## config.mk

```make
export PLATFORM = sky130hd
export DESIGN_NAME = tdmhst_host
export DESIGN_NICKNAME = d
export VERILOG_FILES = /design/src/verilog/tdmhst_pkg.sv /design/src/verilog/tdmhst_sync.sv /design/src/verilog/tdmhst_host.sv
export VERILOG_INCLUDE_DIRS = /design/src /design/src/verilog
export SDC_FILE = /design/constraint.sdc
export NUM_CORES = 1
export LEC_CHECK = 0
export ABC_AREA = 1
export BUFFER_PORTS_ARGS = -buffer_cell sky130_fd_sc_hd__clkbuf_2
export CAP_MARGIN = 5
export CORE_ASPECT_RATIO = 1.1
export CORE_MARGIN = 5
export CORE_UTILIZATION = 51
export CTS_CLUSTER_SIZE = 16
export DETAILED_ROUTE_END_ITERATION = 6
export GPL_ROUTABILITY_DRIVEN = 0
export PLACE_DENSITY_LB_ADDON = 0.05
export SLEW_MARGIN = 20
export SYNTH_ARGS = -nofsm -noshare
export SYNTH_HDL_FRONTEND = slang
export SYNTH_HIERARCHICAL = 1
export SYNTH_SLANG_ARGS = --single-unit
```

## constraint.sdc

```tcl
create_clock -name CORE_CLK -period 1.8 [get_ports CORE_CLK]
set_clock_uncertainty 0.2 [all_clocks]
set_input_delay 0.36 -clock CORE_CLK [delete_from_list [all_inputs] [get_ports CORE_CLK]]
set_output_delay 0.36 -clock CORE_CLK [all_outputs]
set_load 0.01 [all_outputs]
```

## src/verilog/tdmhst_defs.svh

```systemverilog
// timing counts, field positions and frame layout for the multiplexed host port
// assumes a 25 MHz core clock and a sink device that samples on rising bit clock
// What this block does
// - half-duty frame sync when mode unwanted
// - one frame sync per audio sample
// - whole frame fits in one frame period
// - fields 32 bits, MSB first, low byte void
// - command field first after frame sync
// - extended flag adds field, drops audio
// - chain select low addresses input chain
// - ids run one to thirty
// - all chained devices act on id 31 writes
// - host sends id-assign flag in mode
// - host supplies audio for enabled channels
// - sample rising edge, drive falling edge
// - audio 24 bits MSB first, zero filled
`ifndef TDMHST_DEFS_SVH
`define TDMHST_DEFS_SVH
`define TDMHST_CORE_PERIOD_NS 40
`define TDMHST_BCK_PERIOD_NS 320
`define TDMHST_BCK_HALF ((`TDMHST_BCK_PERIOD_NS) / (2 * `TDMHST_CORE_PERIOD_NS))
`define TDMHST_FIELD_BITS 32
`define TDMHST_FRAME_BITS 128
`define TDMHST_SYNC_BITS 2
`define TDMHST_SHORT_CNT (`TDMHST_SYNC_BITS * 2 * `TDMHST_BCK_HALF)
`define TDMHST_HALF_CNT ((`TDMHST_FRAME_BITS / 2) * 2 * `TDMHST_BCK_HALF)
`define TDMHST_BIT_ASSIGN 31
`define TDMHST_BIT_EXT 30
`define TDMHST_BIT_CHAIN 29
`define TDMHST_BIT_READ 23
`define TDMHST_ID_BROADCAST 5'h1f
`define TDMHST_ID_NONE 5'h00
`define TDMHST_ID_MAX 5'h1e
`endif

```

## src/verilog/tdmhst_pkg.sv

```systemverilog
// types for the multiplexed command and audio host port
// assumes tdmhst_defs.svh for all numeric constants
package tdmhst_pkg;
	// one register command as the user hands it over
	typedef struct packed {
		logic       read;
		logic [4:0] dev_id;
		logic [6:0] reg_id;
		logic [7:0] data;
	} tdmhst_cmd_type;

	// mode of the frames being sent, gray along the entry path
	typedef enum logic [1:0] {
		TDMHST_OFF    = 2'b00,
		TDMHST_ENTRY1 = 2'b01,
		TDMHST_ENTRY2 = 2'b11,
		TDMHST_LIVE   = 2'b10
	} tdmhst_mode_type;
endpackage : tdmhst_pkg

```

## src/verilog/tdmhst_sync.sv

```systemverilog
// two-stage synchroniser for a level coming from a pin
// assumes the input is asynchronous to clk
`timescale 1ns/100ps
module tdmhst_sync (
	input  wire logic clk,
	input  wire logic rst_n,
	input  wire logic din,
	output logic      dout
);
	logic meta;

	// first stage read only by the second
	always_ff @(posedge clk or negedge rst_n) begin
		if (!rst_n) begin
			meta <= 1'b0;
			dout <= 1'b0;
		end else begin
			meta <= din;
			dout <= meta;
		end
	end
endmodule : tdmhst_sync

```

## src/verilog/tdmhst_host.sv

```systemverilog
// host end of the multiplexed command and audio port: makes bit clock and frame sync,
// shifts command, extended and audio fields out, collects read data from the return line
// assumes one sink device chain whose return line is resolved outside this block
`timescale 1ns/100ps
`include "tdmhst_defs.svh"
module tdmhst_host (
	input  wire logic                     CORE_CLK,
	input  wire logic                     RST_N,
	input  wire logic                     TDM_EN,
	input  wire logic                     CMD_VALID,
	input  wire logic                     CMD_ASSIGN,
	input  wire logic                     CMD_EXT,
	input  wire tdmhst_pkg::tdmhst_cmd_type CMD_REQ,
	input  wire tdmhst_pkg::tdmhst_cmd_type EXT_REQ,
	output logic                          CMD_READY,
	input  wire logic [23:0]              AUD_LEFT,
	input  wire logic [23:0]              AUD_RIGHT,
	output logic                          AUD_TAKEN,
	input  wire logic                     RETURN_IN,
	output logic                          BIT_CLOCK,
	output logic                          FRAME_SYNC,
	output logic                          SERIAL_OUT,
	output logic                          MODE_LIVE,
	output logic                          RD_VALID,
	output logic [7:0]                    RD_DATA,
	output logic [7:0]                    RD_EXT_DATA
);
	localparam int HALF = `TDMHST_BCK_HALF;

	logic [3:0]                  ph;
	logic [6:0]                  bitcnt;
	logic [127:0]                frame_sh;
	logic                        frame_short;
	logic                        rd_cmd;
	logic                        rd_ext;
	logic                        pend;
	logic                        pend_assign;
	logic                        pend_ext;
	tdmhst_pkg::tdmhst_cmd_type  pend_cmd;
	tdmhst_pkg::tdmhst_cmd_type  pend_xcmd;
	tdmhst_pkg::tdmhst_mode_type mode;
	tdmhst_pkg::tdmhst_mode_type next_mode;
	logic [7:0]                  rx_cmd;
	logic [7:0]                  rx_ext;
	logic                        ret_s;
	logic [9:0]                  sync_cnt;

	// return line passes two flops before it is sampled
	tdmhst_sync u_ret_sync (
		.clk   (CORE_CLK),
		.rst_n (RST_N),
		.din   (RETURN_IN),
		.dout  (ret_s)
	);

	// bit clock phase events
	wire rise_ev   = (ph == 4'(HALF - 1));
	wire fall_ev   = (ph == 4'(2 * HALF - 1));
	wire frame_end = fall_ev && (bitcnt == 7'(`TDMHST_FRAME_BITS - 1));

	// mode walk at each frame boundary; dropping the enable falls back to off at the next boundary
	always_comb begin
		unique case (mode)
			tdmhst_pkg::TDMHST_OFF:    next_mode = TDM_EN ? tdmhst_pkg::TDMHST_ENTRY1 : tdmhst_pkg::TDMHST_OFF;
			tdmhst_pkg::TDMHST_ENTRY1: next_mode = TDM_EN ? tdmhst_pkg::TDMHST_ENTRY2 : tdmhst_pkg::TDMHST_OFF;
			tdmhst_pkg::TDMHST_ENTRY2: next_mode = TDM_EN ? tdmhst_pkg::TDMHST_LIVE : tdmhst_pkg::TDMHST_OFF;
			tdmhst_pkg::TDMHST_LIVE:   next_mode = TDM_EN ? tdmhst_pkg::TDMHST_LIVE : tdmhst_pkg::TDMHST_OFF;
		endcase
	end

	// what the next frame carries
	wire next_live  = (next_mode == tdmhst_pkg::TDMHST_LIVE);
	wire next_short = (next_mode != tdmhst_pkg::TDMHST_OFF);
	wire send_cmd   = next_live && pend;
	wire send_asg   = send_cmd && pend_assign;
	wire send_ext   = send_cmd && !pend_assign && pend_ext;
	wire send_rd    = send_cmd && !pend_assign && pend_cmd.read;
	wire send_xrd   = send_ext && pend_xcmd.read;

	// command field: chain select held low for the input chain, low byte zero
	wire [31:0] cmd_word = send_asg ? {1'b1, 31'h0} :
		send_cmd ? {1'b0, send_ext, 1'b0, pend_cmd.dev_id,
		pend_cmd.read, pend_cmd.reg_id, pend_cmd.data, 8'h00} : 32'h0;
	// extended field: bit 31 reserved zero
	wire [31:0] ext_word = {1'b0, 1'b0, 1'b0, pend_xcmd.dev_id,
		pend_xcmd.read, pend_xcmd.reg_id, pend_xcmd.data, 8'h00};
	// audio fields: 24-bit sample on top, zeros below
	wire        send_aud = next_short && !send_ext && !send_asg;
	wire [31:0] left_w   = send_aud ? {AUD_LEFT, 8'h00} : 32'h0;
	wire [31:0] right_w  = send_aud ? {AUD_RIGHT, 8'h00} : 32'h0;
	wire [127:0] next_frame = send_ext ? {cmd_word, ext_word, 64'h0} :
		{cmd_word, left_w, right_w, 32'h0};

	// user handshake
	wire take_cmd   = CMD_VALID && CMD_READY;
	wire load_frame = frame_end;
	wire next_pend  = take_cmd ? 1'b1 : (load_frame && send_cmd) ? 1'b0 : pend;

	// frame sync level for the bit about to start
	wire [6:0] next_bit  = frame_end ? 7'h0 : 7'(bitcnt + 7'h1);
	wire       next_sync = (frame_end ? next_short : frame_short) ?
		(next_bit < 7'(`TDMHST_SYNC_BITS)) :
		(next_bit < 7'(`TDMHST_FRAME_BITS / 2));

	// read data sits in bits 15..8 of the field; nothing is taken from the low byte
	wire in_data = (bitcnt[4:3] == 2'b10);
	wire cap_cmd = rise_ev && rd_cmd && (bitcnt[6:5] == 2'd0) && in_data;
	wire cap_ext = rise_ev && rd_ext && (bitcnt[6:5] == 2'd1) && in_data;

	// bit clock divider, low half then high half
	always_ff @(posedge CORE_CLK or negedge RST_N) begin
		if (!RST_N) begin
			ph        <= 4'h0;
			BIT_CLOCK <= 1'b0;
		end else begin
			ph        <= fall_ev ? 4'h0 : 4'(ph + 4'h1);
			BIT_CLOCK <= rise_ev ? 1'b1 : fall_ev ? 1'b0 : BIT_CLOCK;
		end
	end

	// data and sync change only on the falling edge; one frame per sample period
	always_ff @(posedge CORE_CLK or negedge RST_N) begin
		if (!RST_N) begin
			bitcnt      <= 7'h7f;
			frame_sh    <= '0;
			FRAME_SYNC  <= 1'b0;
			frame_short <= 1'b0;
		end else if (fall_ev) begin
			bitcnt      <= next_bit;
			frame_sh    <= frame_end ? next_frame : {frame_sh[126:0], 1'b0};
			FRAME_SYNC  <= next_sync;
			frame_short <= frame_end ? next_short : frame_short;
		end
	end

	// msb of the shifter is the pin
	assign SERIAL_OUT = frame_sh[127];

	// mode and pending command bookkeeping
	always_ff @(posedge CORE_CLK or negedge RST_N) begin
		if (!RST_N) begin
			mode      <= tdmhst_pkg::TDMHST_OFF;
			MODE_LIVE <= 1'b0;
			pend      <= 1'b0;
			CMD_READY <= 1'b0;
			AUD_TAKEN <= 1'b0;
			rd_cmd    <= 1'b0;
			rd_ext    <= 1'b0;
		end else begin
			mode      <= load_frame ? next_mode : mode;
			MODE_LIVE <= load_frame ? next_live : MODE_LIVE;
			pend      <= next_pend;
			CMD_READY <= !next_pend;
			AUD_TAKEN <= load_frame && send_aud;
			rd_cmd    <= load_frame ? send_rd : rd_cmd;
			rd_ext    <= load_frame ? send_xrd : rd_ext;
		end
	end

	// captured request, held until its frame is loaded
	always_ff @(posedge CORE_CLK or negedge RST_N) begin
		if (!RST_N) begin
			pend_assign <= 1'b0;
			pend_ext    <= 1'b0;
			pend_cmd    <= '0;
			pend_xcmd   <= '0;
		end else if (take_cmd) begin
			pend_assign <= CMD_ASSIGN;
			pend_ext    <= CMD_EXT;
			pend_cmd    <= CMD_REQ;
			pend_xcmd   <= EXT_REQ;
		end
	end

	// read bytes shift in msb first; result shows after the frame ends
	always_ff @(posedge CORE_CLK or negedge RST_N) begin
		if (!RST_N) begin
			rx_cmd      <= 8'h00;
			rx_ext      <= 8'h00;
			RD_VALID    <= 1'b0;
			RD_DATA     <= 8'h00;
			RD_EXT_DATA <= 8'h00;
		end else begin
			rx_cmd      <= cap_cmd ? {rx_cmd[6:0], ret_s} : rx_cmd;
			rx_ext      <= cap_ext ? {rx_ext[6:0], ret_s} : rx_ext;
			RD_VALID    <= frame_end && (rd_cmd || rd_ext);
			RD_DATA     <= (frame_end && rd_cmd) ? rx_cmd : RD_DATA;
			RD_EXT_DATA <= (frame_end && rd_ext) ? rx_ext : RD_EXT_DATA;
		end
	end

	// helper: core cycles the frame sync has stayed high
	always_ff @(posedge CORE_CLK or negedge RST_N) begin
		if (!RST_N) begin
			sync_cnt <= 10'h000;
		end else begin
			sync_cnt <= FRAME_SYNC ? 10'(sync_cnt + 10'h001) : 10'h000;
		end
	end
endmodule : tdmhst_host

```

==> results of run 1 <==
==> power by group through the flow <==
stage               Combinational, W  Clock (W)  Sequential (W)
finish                      0.000884    0.00410         0.00485
global route                0.000990    0.00432         0.00489
CTS                         0.000877    0.00418         0.00482
detailed placement          0.000746          0         0.00489
global placement            0.000721          0         0.00489
floorplan                   0.000444          0         0.00482
==> cell families (layout without fill, tap and decap cells) <==
family | count (synthesis) | after routing
DFF | 189 | 189
xor gates and xnor gates | 2 | 2
adders and majority gates | 2 | 2
buffers and inverters | 118 | 354
muxes | 41 | 41
and+or+nand+nor | 408 | 409
AOI/OAI and AO/OA | 102 | 102
==> stage by stage <==
| stage | worst slack (ps) | TNS [ps] |
|---|---|---|
| 6_report | -176.7 | -9694 |
| 5_1_grt | -250.2 | -17990 |
| 4_1_cts | -131.7 | -6565 |
| 3_5_place_dp | -156.7 | -8372 |
| 3_3_place_gp | -66.32 | -2214 |
| 2_1_floorplan | -62.03 | -167.7 |
==> registers in the layout, indices dropped and copies added (netlist names) <==
| register | cells |
|---|---|
| frame_sh | 88 |
| ext_word | 21 |
| pend_cmd | 21 |
| RD_DATA | 8 |
| RD_EXT_DATA | 8 |
| rx_cmd | 8 |
| rx_ext | 8 |
| bitcnt | 7 |
| ph | 4 |
| mode | 2 |
| AUD_TAKEN | 1 |
| BIT_CLOCK | 1 |
| CMD_READY | 1 |
| FRAME_SYNC | 1 |
| MODE_LIVE | 1 |
| RD_VALID | 1 |
| frame_short | 1 |
| pend | 1 |
| pend_assign | 1 |
| pend_ext | 1 |
| rd_cmd | 1 |
| rd_ext | 1 |
| u_ret_sync/dout | 1 |
| u_ret_sync/meta | 1 |
==> area by class of cell <==
| cell class | count | area [um2] |
|---|---|---|
| fill | 1103 | 4205 |
| clock inverter | 10 | 186.4 |
| multi-input combinational | 556 | 3493 |
| timing repair buffer | 249 | 2128 |
| clock buffer | 22 | 454.2 |
| tap | 200 | 250.2 |
| sequential | 189 | 4738 |
| inverter | 73 | 279.0 |
==> Yosys cell counts <==
master	n	area, um2
nand3_2	11	110.1
o22ai_1	17	106.4
nor2_8	1	20.02
inv_2	2	7.510
a21boi_1	20	150.1
o21a_1	1	7.510
nor2_2	4	25.02
dfrtp_1	182	4554
a22o_1	2	17.52
o21ai_0	42	210.2
nand3_1	81	405.4
clkbuf_1	15	56.30
inv_1	71	266.5
buf_1	2	7.510
nor3_1	3	15.01
nor2_1	8	30.03
or2_2	2	12.51
dfstp_2	7	183.9
o211ai_1	9	67.56
xor2_1	2	17.52
nand4_2	1	12.51
o221ai_1	2	17.52
nand4_1	2	12.51
buf_2	20	100.1
buf_4	4	30.03
mux2_2	41	461.7
buf_6	4	45.04
ha_1	2	25.02
nand2_4	1	11.26
nor2_4	3	33.78
o21ai_1	1	5.000
nand3_4	1	17.52
a21oi_1	8	40.04
nand2_1	290	1089
==> cells in the final DEF, fill, tap and decap left out, types with 15 or more instances in the layout <==
master,Yosys,final
buf_12,0,17
buf_4,4,25
clkbuf_16,0,22
clkbuf_2,0,118
dfrtp_1,182,182
dlygate4sd3_1,0,70
inv_1,71,71
mux2_2,41,41
nand2_1,290,247
nand2_2,0,26
nand2_4,1,15
nand3_1,81,43
nand3_2,11,46
o21ai_0,42,28
==> per-layer routing <==
layer	routed length, um	part of all wire (%)	vias to the layer above
li1	-	-	3242
met3	828	4.1	26
met4	330	1.7	0
met1	8428	42	3267
met2	10410	52	145
met5	0	0	-
==> critical path: stages, from the launching register on <==
cell and delay, ps:
dfstp_2 560, ha_4 170, nand3_4 90, nor2_4 140
buf_6 150, nor2_4 80, buf_6 150, buf_16 140
nand2_1 80, nand3_2 90
==> worst min path at each step <==
| stage | start | endpoint | slack (ps) | depth (start not counted) |
|---|---|---|---|---|
| after floorplan | RST_N | AUD_TAKEN | -140 | 0 |
| after global placement | RST_N | u_ret_sync/dout | 130 | 1 |
| after detailed placement | RST_N | rx_ext[1] | 130 | 1 |
| after CTS | CMD_EXT | pend_ext | 0.7 | 3 |
| after global routing | CMD_EXT | pend_ext | 20 | 3 |
| final | CMD_EXT | pend_ext | 20 | 3 |
==> timing repair <==
| item | in CTS | in global routing |
|---|---|---|
| gates cloned | 2 | 8 |
| hold endpoints to repair | 105 | 0 |
| setup buffers | 7 | 4 |
| gates resized for setup | 27 | 125 |
| hold buffers | 70 | 0 |
| pin swaps | 3 | 26 |
| setup endpoints to repair | 123 | 132 |
==> results.yml, run 1 <==
worst_setup_path:
  cp-endpoint: "frame_sh[49]"
  worst_setup_path_start_kind: "flop"
  worstPathArrival_ps: 2090
  path_max_fanout: 15
  r2r_slack_ps: -180
  crit_type: "reg -> reg"
  r2r_cells: 9
  r2r-start: "bitcnt[1]"
  cp-end-kind: "flop"
  worst_ep_required_time_ps: 1910
  startpoint: "bitcnt[1]"
  r2r-end: "frame_sh[49]"
floorplan:
  core-area_mm2: 0.01574
  row_count: 48
  die_w_um: 130.7
  io_pins: 120
  die_area_mm2: 0.01866
  die_h_um: 142.8
  start_util_pct: 51.93
detailed_routing:
  wl_um: 20000
  drcViolationCount: 0
  first_pass_iters: 6
  avgViaCountPerCell: 5.142
  dr.first_iter.drc_count: 265
  drtAntennaViolNets: 0
  vias: 6680
  avgRoutedWirePerCell_um: 15.39
logic_synthesis:
  yosysWarnings: 6
  synthAdderAreaFrac_pct: 0.3062
  synth_nets: 961
  postSynthCellCount: 862
  synthMuxAreaShare_pct: 5.650
  synthSimpleGateAreaFrac_pct: 21.96
  synth_top_family_by_area: "simple AND/OR/NAND/NOR gates"
  ys_ff_latch: 189
  yosysSeqAreaShare_pct: 57.98
  synth-compound-area-share_pct: 7.610
  syn_area_mm2: 0.008172
  synth_cell_types: 34
  syn_area_per_cell_um2: 9.480
  synthXorXnorAreaFrac_pct: 0.2144
sta:
  hold_viol: 0
  whs_ps: 20.75
  relSlewSlack_pct: 73.52
  fin_ws_ps: -176.7
  period_needed_ps: 1977
  rsz0062_at_grt: "true"
  worst_slew_pin_slew_ps: 397.2
  finalCritPeriodShare_pct: 109.8
  drv_slew: 0
  finalSetupViolCount: 102
  max_freq_mhz: 505.9
clock_tree:
  clock_sinks: 189
  clk_latency_ps: 430
  htree_levels: 4
  cts.path.max_buffers: 2
  clk_pin_slew_worst_paths_ps: 70
  cts_buffers: 17
  root_buffer: "clkbuf_16"
  cts_tree: "done"
power_and_ir_drop:
  power.internal_w: 0.007626
  combPwrFrac_pct: 9.0
  p_switching_w: 0.002209
  powerDensity_mw_per_mm2: 853.0
  ir_drop_mv: 0.5483
  p_sw_share_pct: 22.46
  seqPwrFrac_pct: 49.3
  power.total_w: 0.009835
  clockPowerShare_pct: 41.7
  p_leak_nw: 5.542
global_route:
  grt_usage_pct: 21.40
  grt_pass1_wl_um: 32030
  grt_pass1_vias: 6751
  met1_usage_pct: 28.35
  antenna_found_initial: 0
  grt-busiest-layer: "met2"
  use_met3_pct: 4.227
  grt.overflow.total: 0
  grt_use_met2_pct: 35.82
  grt_max_degree: 49
min_path:
  hold_class: "in -> reg"
cells_and_area:
  final_area_mm2: 0.01153
  num_antenna_cells: 0
  finalNonFillerCells: 1299
  syn_to_final_growth_pct: 41.10
  finalCoreUtilization_pct: 73.27
  nNetsFinal: 1185
  drive_gt1_share_pct: 34.76
placement:
  dp.cells: 1178
  port_buffers: 119
  dpl.hpwl_um: 12210
  dpl_cell_area_mm2: 0.009328
run:
  drv_cap: 0
outcome:
  status: "finished with violations"
  violations: "negative setup slack"
(Power assumes the default switching activity.)
==> inputs of run 2 (changes only) <==
- SKIP_LAST_GASP: default -> 1
==> results.yml, run 2 (same netlist as run 1, synthesis figures left out) <==
floorplan:
  die_area_mm2: 0.01866
  die_h_um: 142.8
  row_count: 48
  io_pins: 120
  core-area_mm2: 0.01574
  start_util_pct: 51.93
  die_w_um: 130.7
cells_and_area:
  finalNonFillerCells: 1299
  finalCoreUtilization_pct: 71.30
  final_common_cell: "nand2_1"
  num_antenna_cells: 0
  regMostFlops: "frame_sh"
  largest_reg_flops: 88
  drive_gt1_share_pct: 29.21
  syn_to_final_growth_pct: 37.30
  final_area_mm2: 0.01122
  nNetsFinal: 1185
  nFillCells: 1161
  most-common-layout-cells: "nand2_1, dfrtp_1, clkbuf_2"
power_and_ir_drop:
  combPwrFrac_pct: 9.1
  p_sw_share_pct: 22.21
  clockPowerShare_pct: 41.7
  p_leak_nw: 5.367
  power.internal_w: 0.007626
  powerDensity_mw_per_mm2: 873.8
  ir_drop_mv: 0.5547
  seqPwrFrac_pct: 49.3
  p_switching_w: 0.002178
worst_setup_path:
  worst_ep_required_time_ps: 1910
  crit_chain: "ha_4 -> nand3_4 -> nor2_4 -> buf_6 -> nor2_4 -> buf_4 -> buf_16 -> nand2_1 -> nand3_2"
  worstPathArrival_ps: 2120
  crit_type: "reg -> reg"
  worst-path-buf-inv: 3
  path_common_cell: "nor2_4"
  worst_setup_path_start_kind: "flop"
  slowest_stage: "dfstp_2"
  path_max_fanout: 15
  cp-end-kind: "flop"
  crit_family: "flip-flops"
  cp_slowest_stage_delay_ps: 560
sta:
  worst_slew_pin_slew_ps: 392.3
  drv_slew: 0
  rsz0062_at_grt: "true"
  hold_viol: 0
  max_freq_mhz: 497.0
  finalSetupViolCount: 115
  fin_ws_ps: -212.2
  relSlewSlack_pct: 73.85
  finalCritPeriodShare_pct: 111.8
  period_needed_ps: 2012
  finalSetupTns_ps: -12370
clock_tree:
  clock_sinks: 189
  clk_pin_slew_worst_paths_ps: 70
  cts_buffers: 17
  root_buffer: "clkbuf_16"
  clk_latency_ps: 430
  htree_levels: 4
  cts_tree: "done"
  cts.path.max_buffers: 2
detailed_routing:
  first_pass_iters: 5
  drtAntennaViolNets: 0
  wl_um: 19780
  avgRoutedWirePerCell_um: 15.22
  vias: 6679
  drcViolationCount: 0
  avgViaCountPerCell: 5.142
  dr.first_iter.drc_count: 336
placement:
  port_buffers: 119
  place_ws_ps: -156.7
  dp.cells: 1178
  dpl_cell_area_mm2: 0.009328
  dpl.hpwl_um: 12210
outcome:
  violations: "negative setup slack"
  status: "finished with violations"
global_route:
  met1_usage_pct: 28.50
  use_met3_pct: 4.040
  grt_usage_pct: 21.28
  grt-busiest-layer: "met2"
  grt_pass1_wl_um: 31840
  grt.overflow.total: 0
  grt_use_met2_pct: 35.53
  grt_max_degree: 49
  antenna_found_initial: 0
  grt_pass1_vias: 6717
run:
  drv_cap: 0
min_path:
  hold_class: "in -> reg"
-- run 2: cell count changes in the layout (fill, tap and decap cells not counted), sizes merged --
cell and change:
buf +1, clkbuf -1
-- run 2: metal layers --
metal	vias to the layer above	wire [um]
li1	3240	-
met1	3255	8439
met2	158	10160
met3	26	869
met4	0	307
met5	-	0
-- run 2: what timing repair did --
item / CTS / global route
pin swaps: 2 / 12
gates resized for setup: 15 / 60
hold endpoints to repair: 105 / 0
hold buffers: 70 / 0
gates cloned: 2 / 5
buffers inserted: 7 / 7
setup endpoints to repair: 123 / 134
-- run 2: power by group through the flow --
| stage | Clock [W] | Sequential (W) | Combinational, W |
|---|---|---|---|
| 2_1_floorplan | 0 | 0.00482 | 0.000444 |
| 3_3_place_gp | 0 | 0.00489 | 0.000721 |
| 3_5_place_dp | 0 | 0.00489 | 0.000746 |
| 4_1_cts | 0.00418 | 0.00482 | 0.000876 |
| 5_1_grt | 0.00434 | 0.00486 | 0.000991 |
| 6_report | 0.00409 | 0.00483 | 0.000887 |
-- run 2: final cells by class --
class	count	area, um2	area share [%]
clock buffer	22	454.2	4.048
clock inverter	10	186.4	1.662
inverter	73	276.5	2.465
multi-input combinational	556	3238	28.86
sequential	189	4738	42.23
tap	200	250.2	2.230
timing repair buffer	249	2076	18.50
-- run 2: final timing paths --
kind	startpoint	end	slack, ps	depth (start not counted)
setup / recovery	bitcnt[1]	frame_sh[49]	-210	9
hold / removal	AUD_RIGHT[13]	frame_sh[53]	20	3
setup reg to reg	bitcnt[1]	frame_sh[49]	-210	9
hold reg to reg	u_ret_sync/meta	u_ret_sync/dout	150	0
max in group asynchronous	RST_N	bitcnt[1]	600	3
min in group asynchronous	RST_N	rx_ext[1]	230	2
-- run 2: tightest hold or removal path, cell delays in order --
cell      delay (ps)
clkbuf_2          80
nand3_1           70
o211ai_1          90
-- run 2: metrics by stage --
step	power, W	hold slack [ps]
final	0.009804	19.89
after CTS	0.009877	0.6814
after global routing	0.01019	14.52
after floorplan	0.005260	-135.6
after global placement	0.005610	134.1
after detailed placement	0.005640	134.6
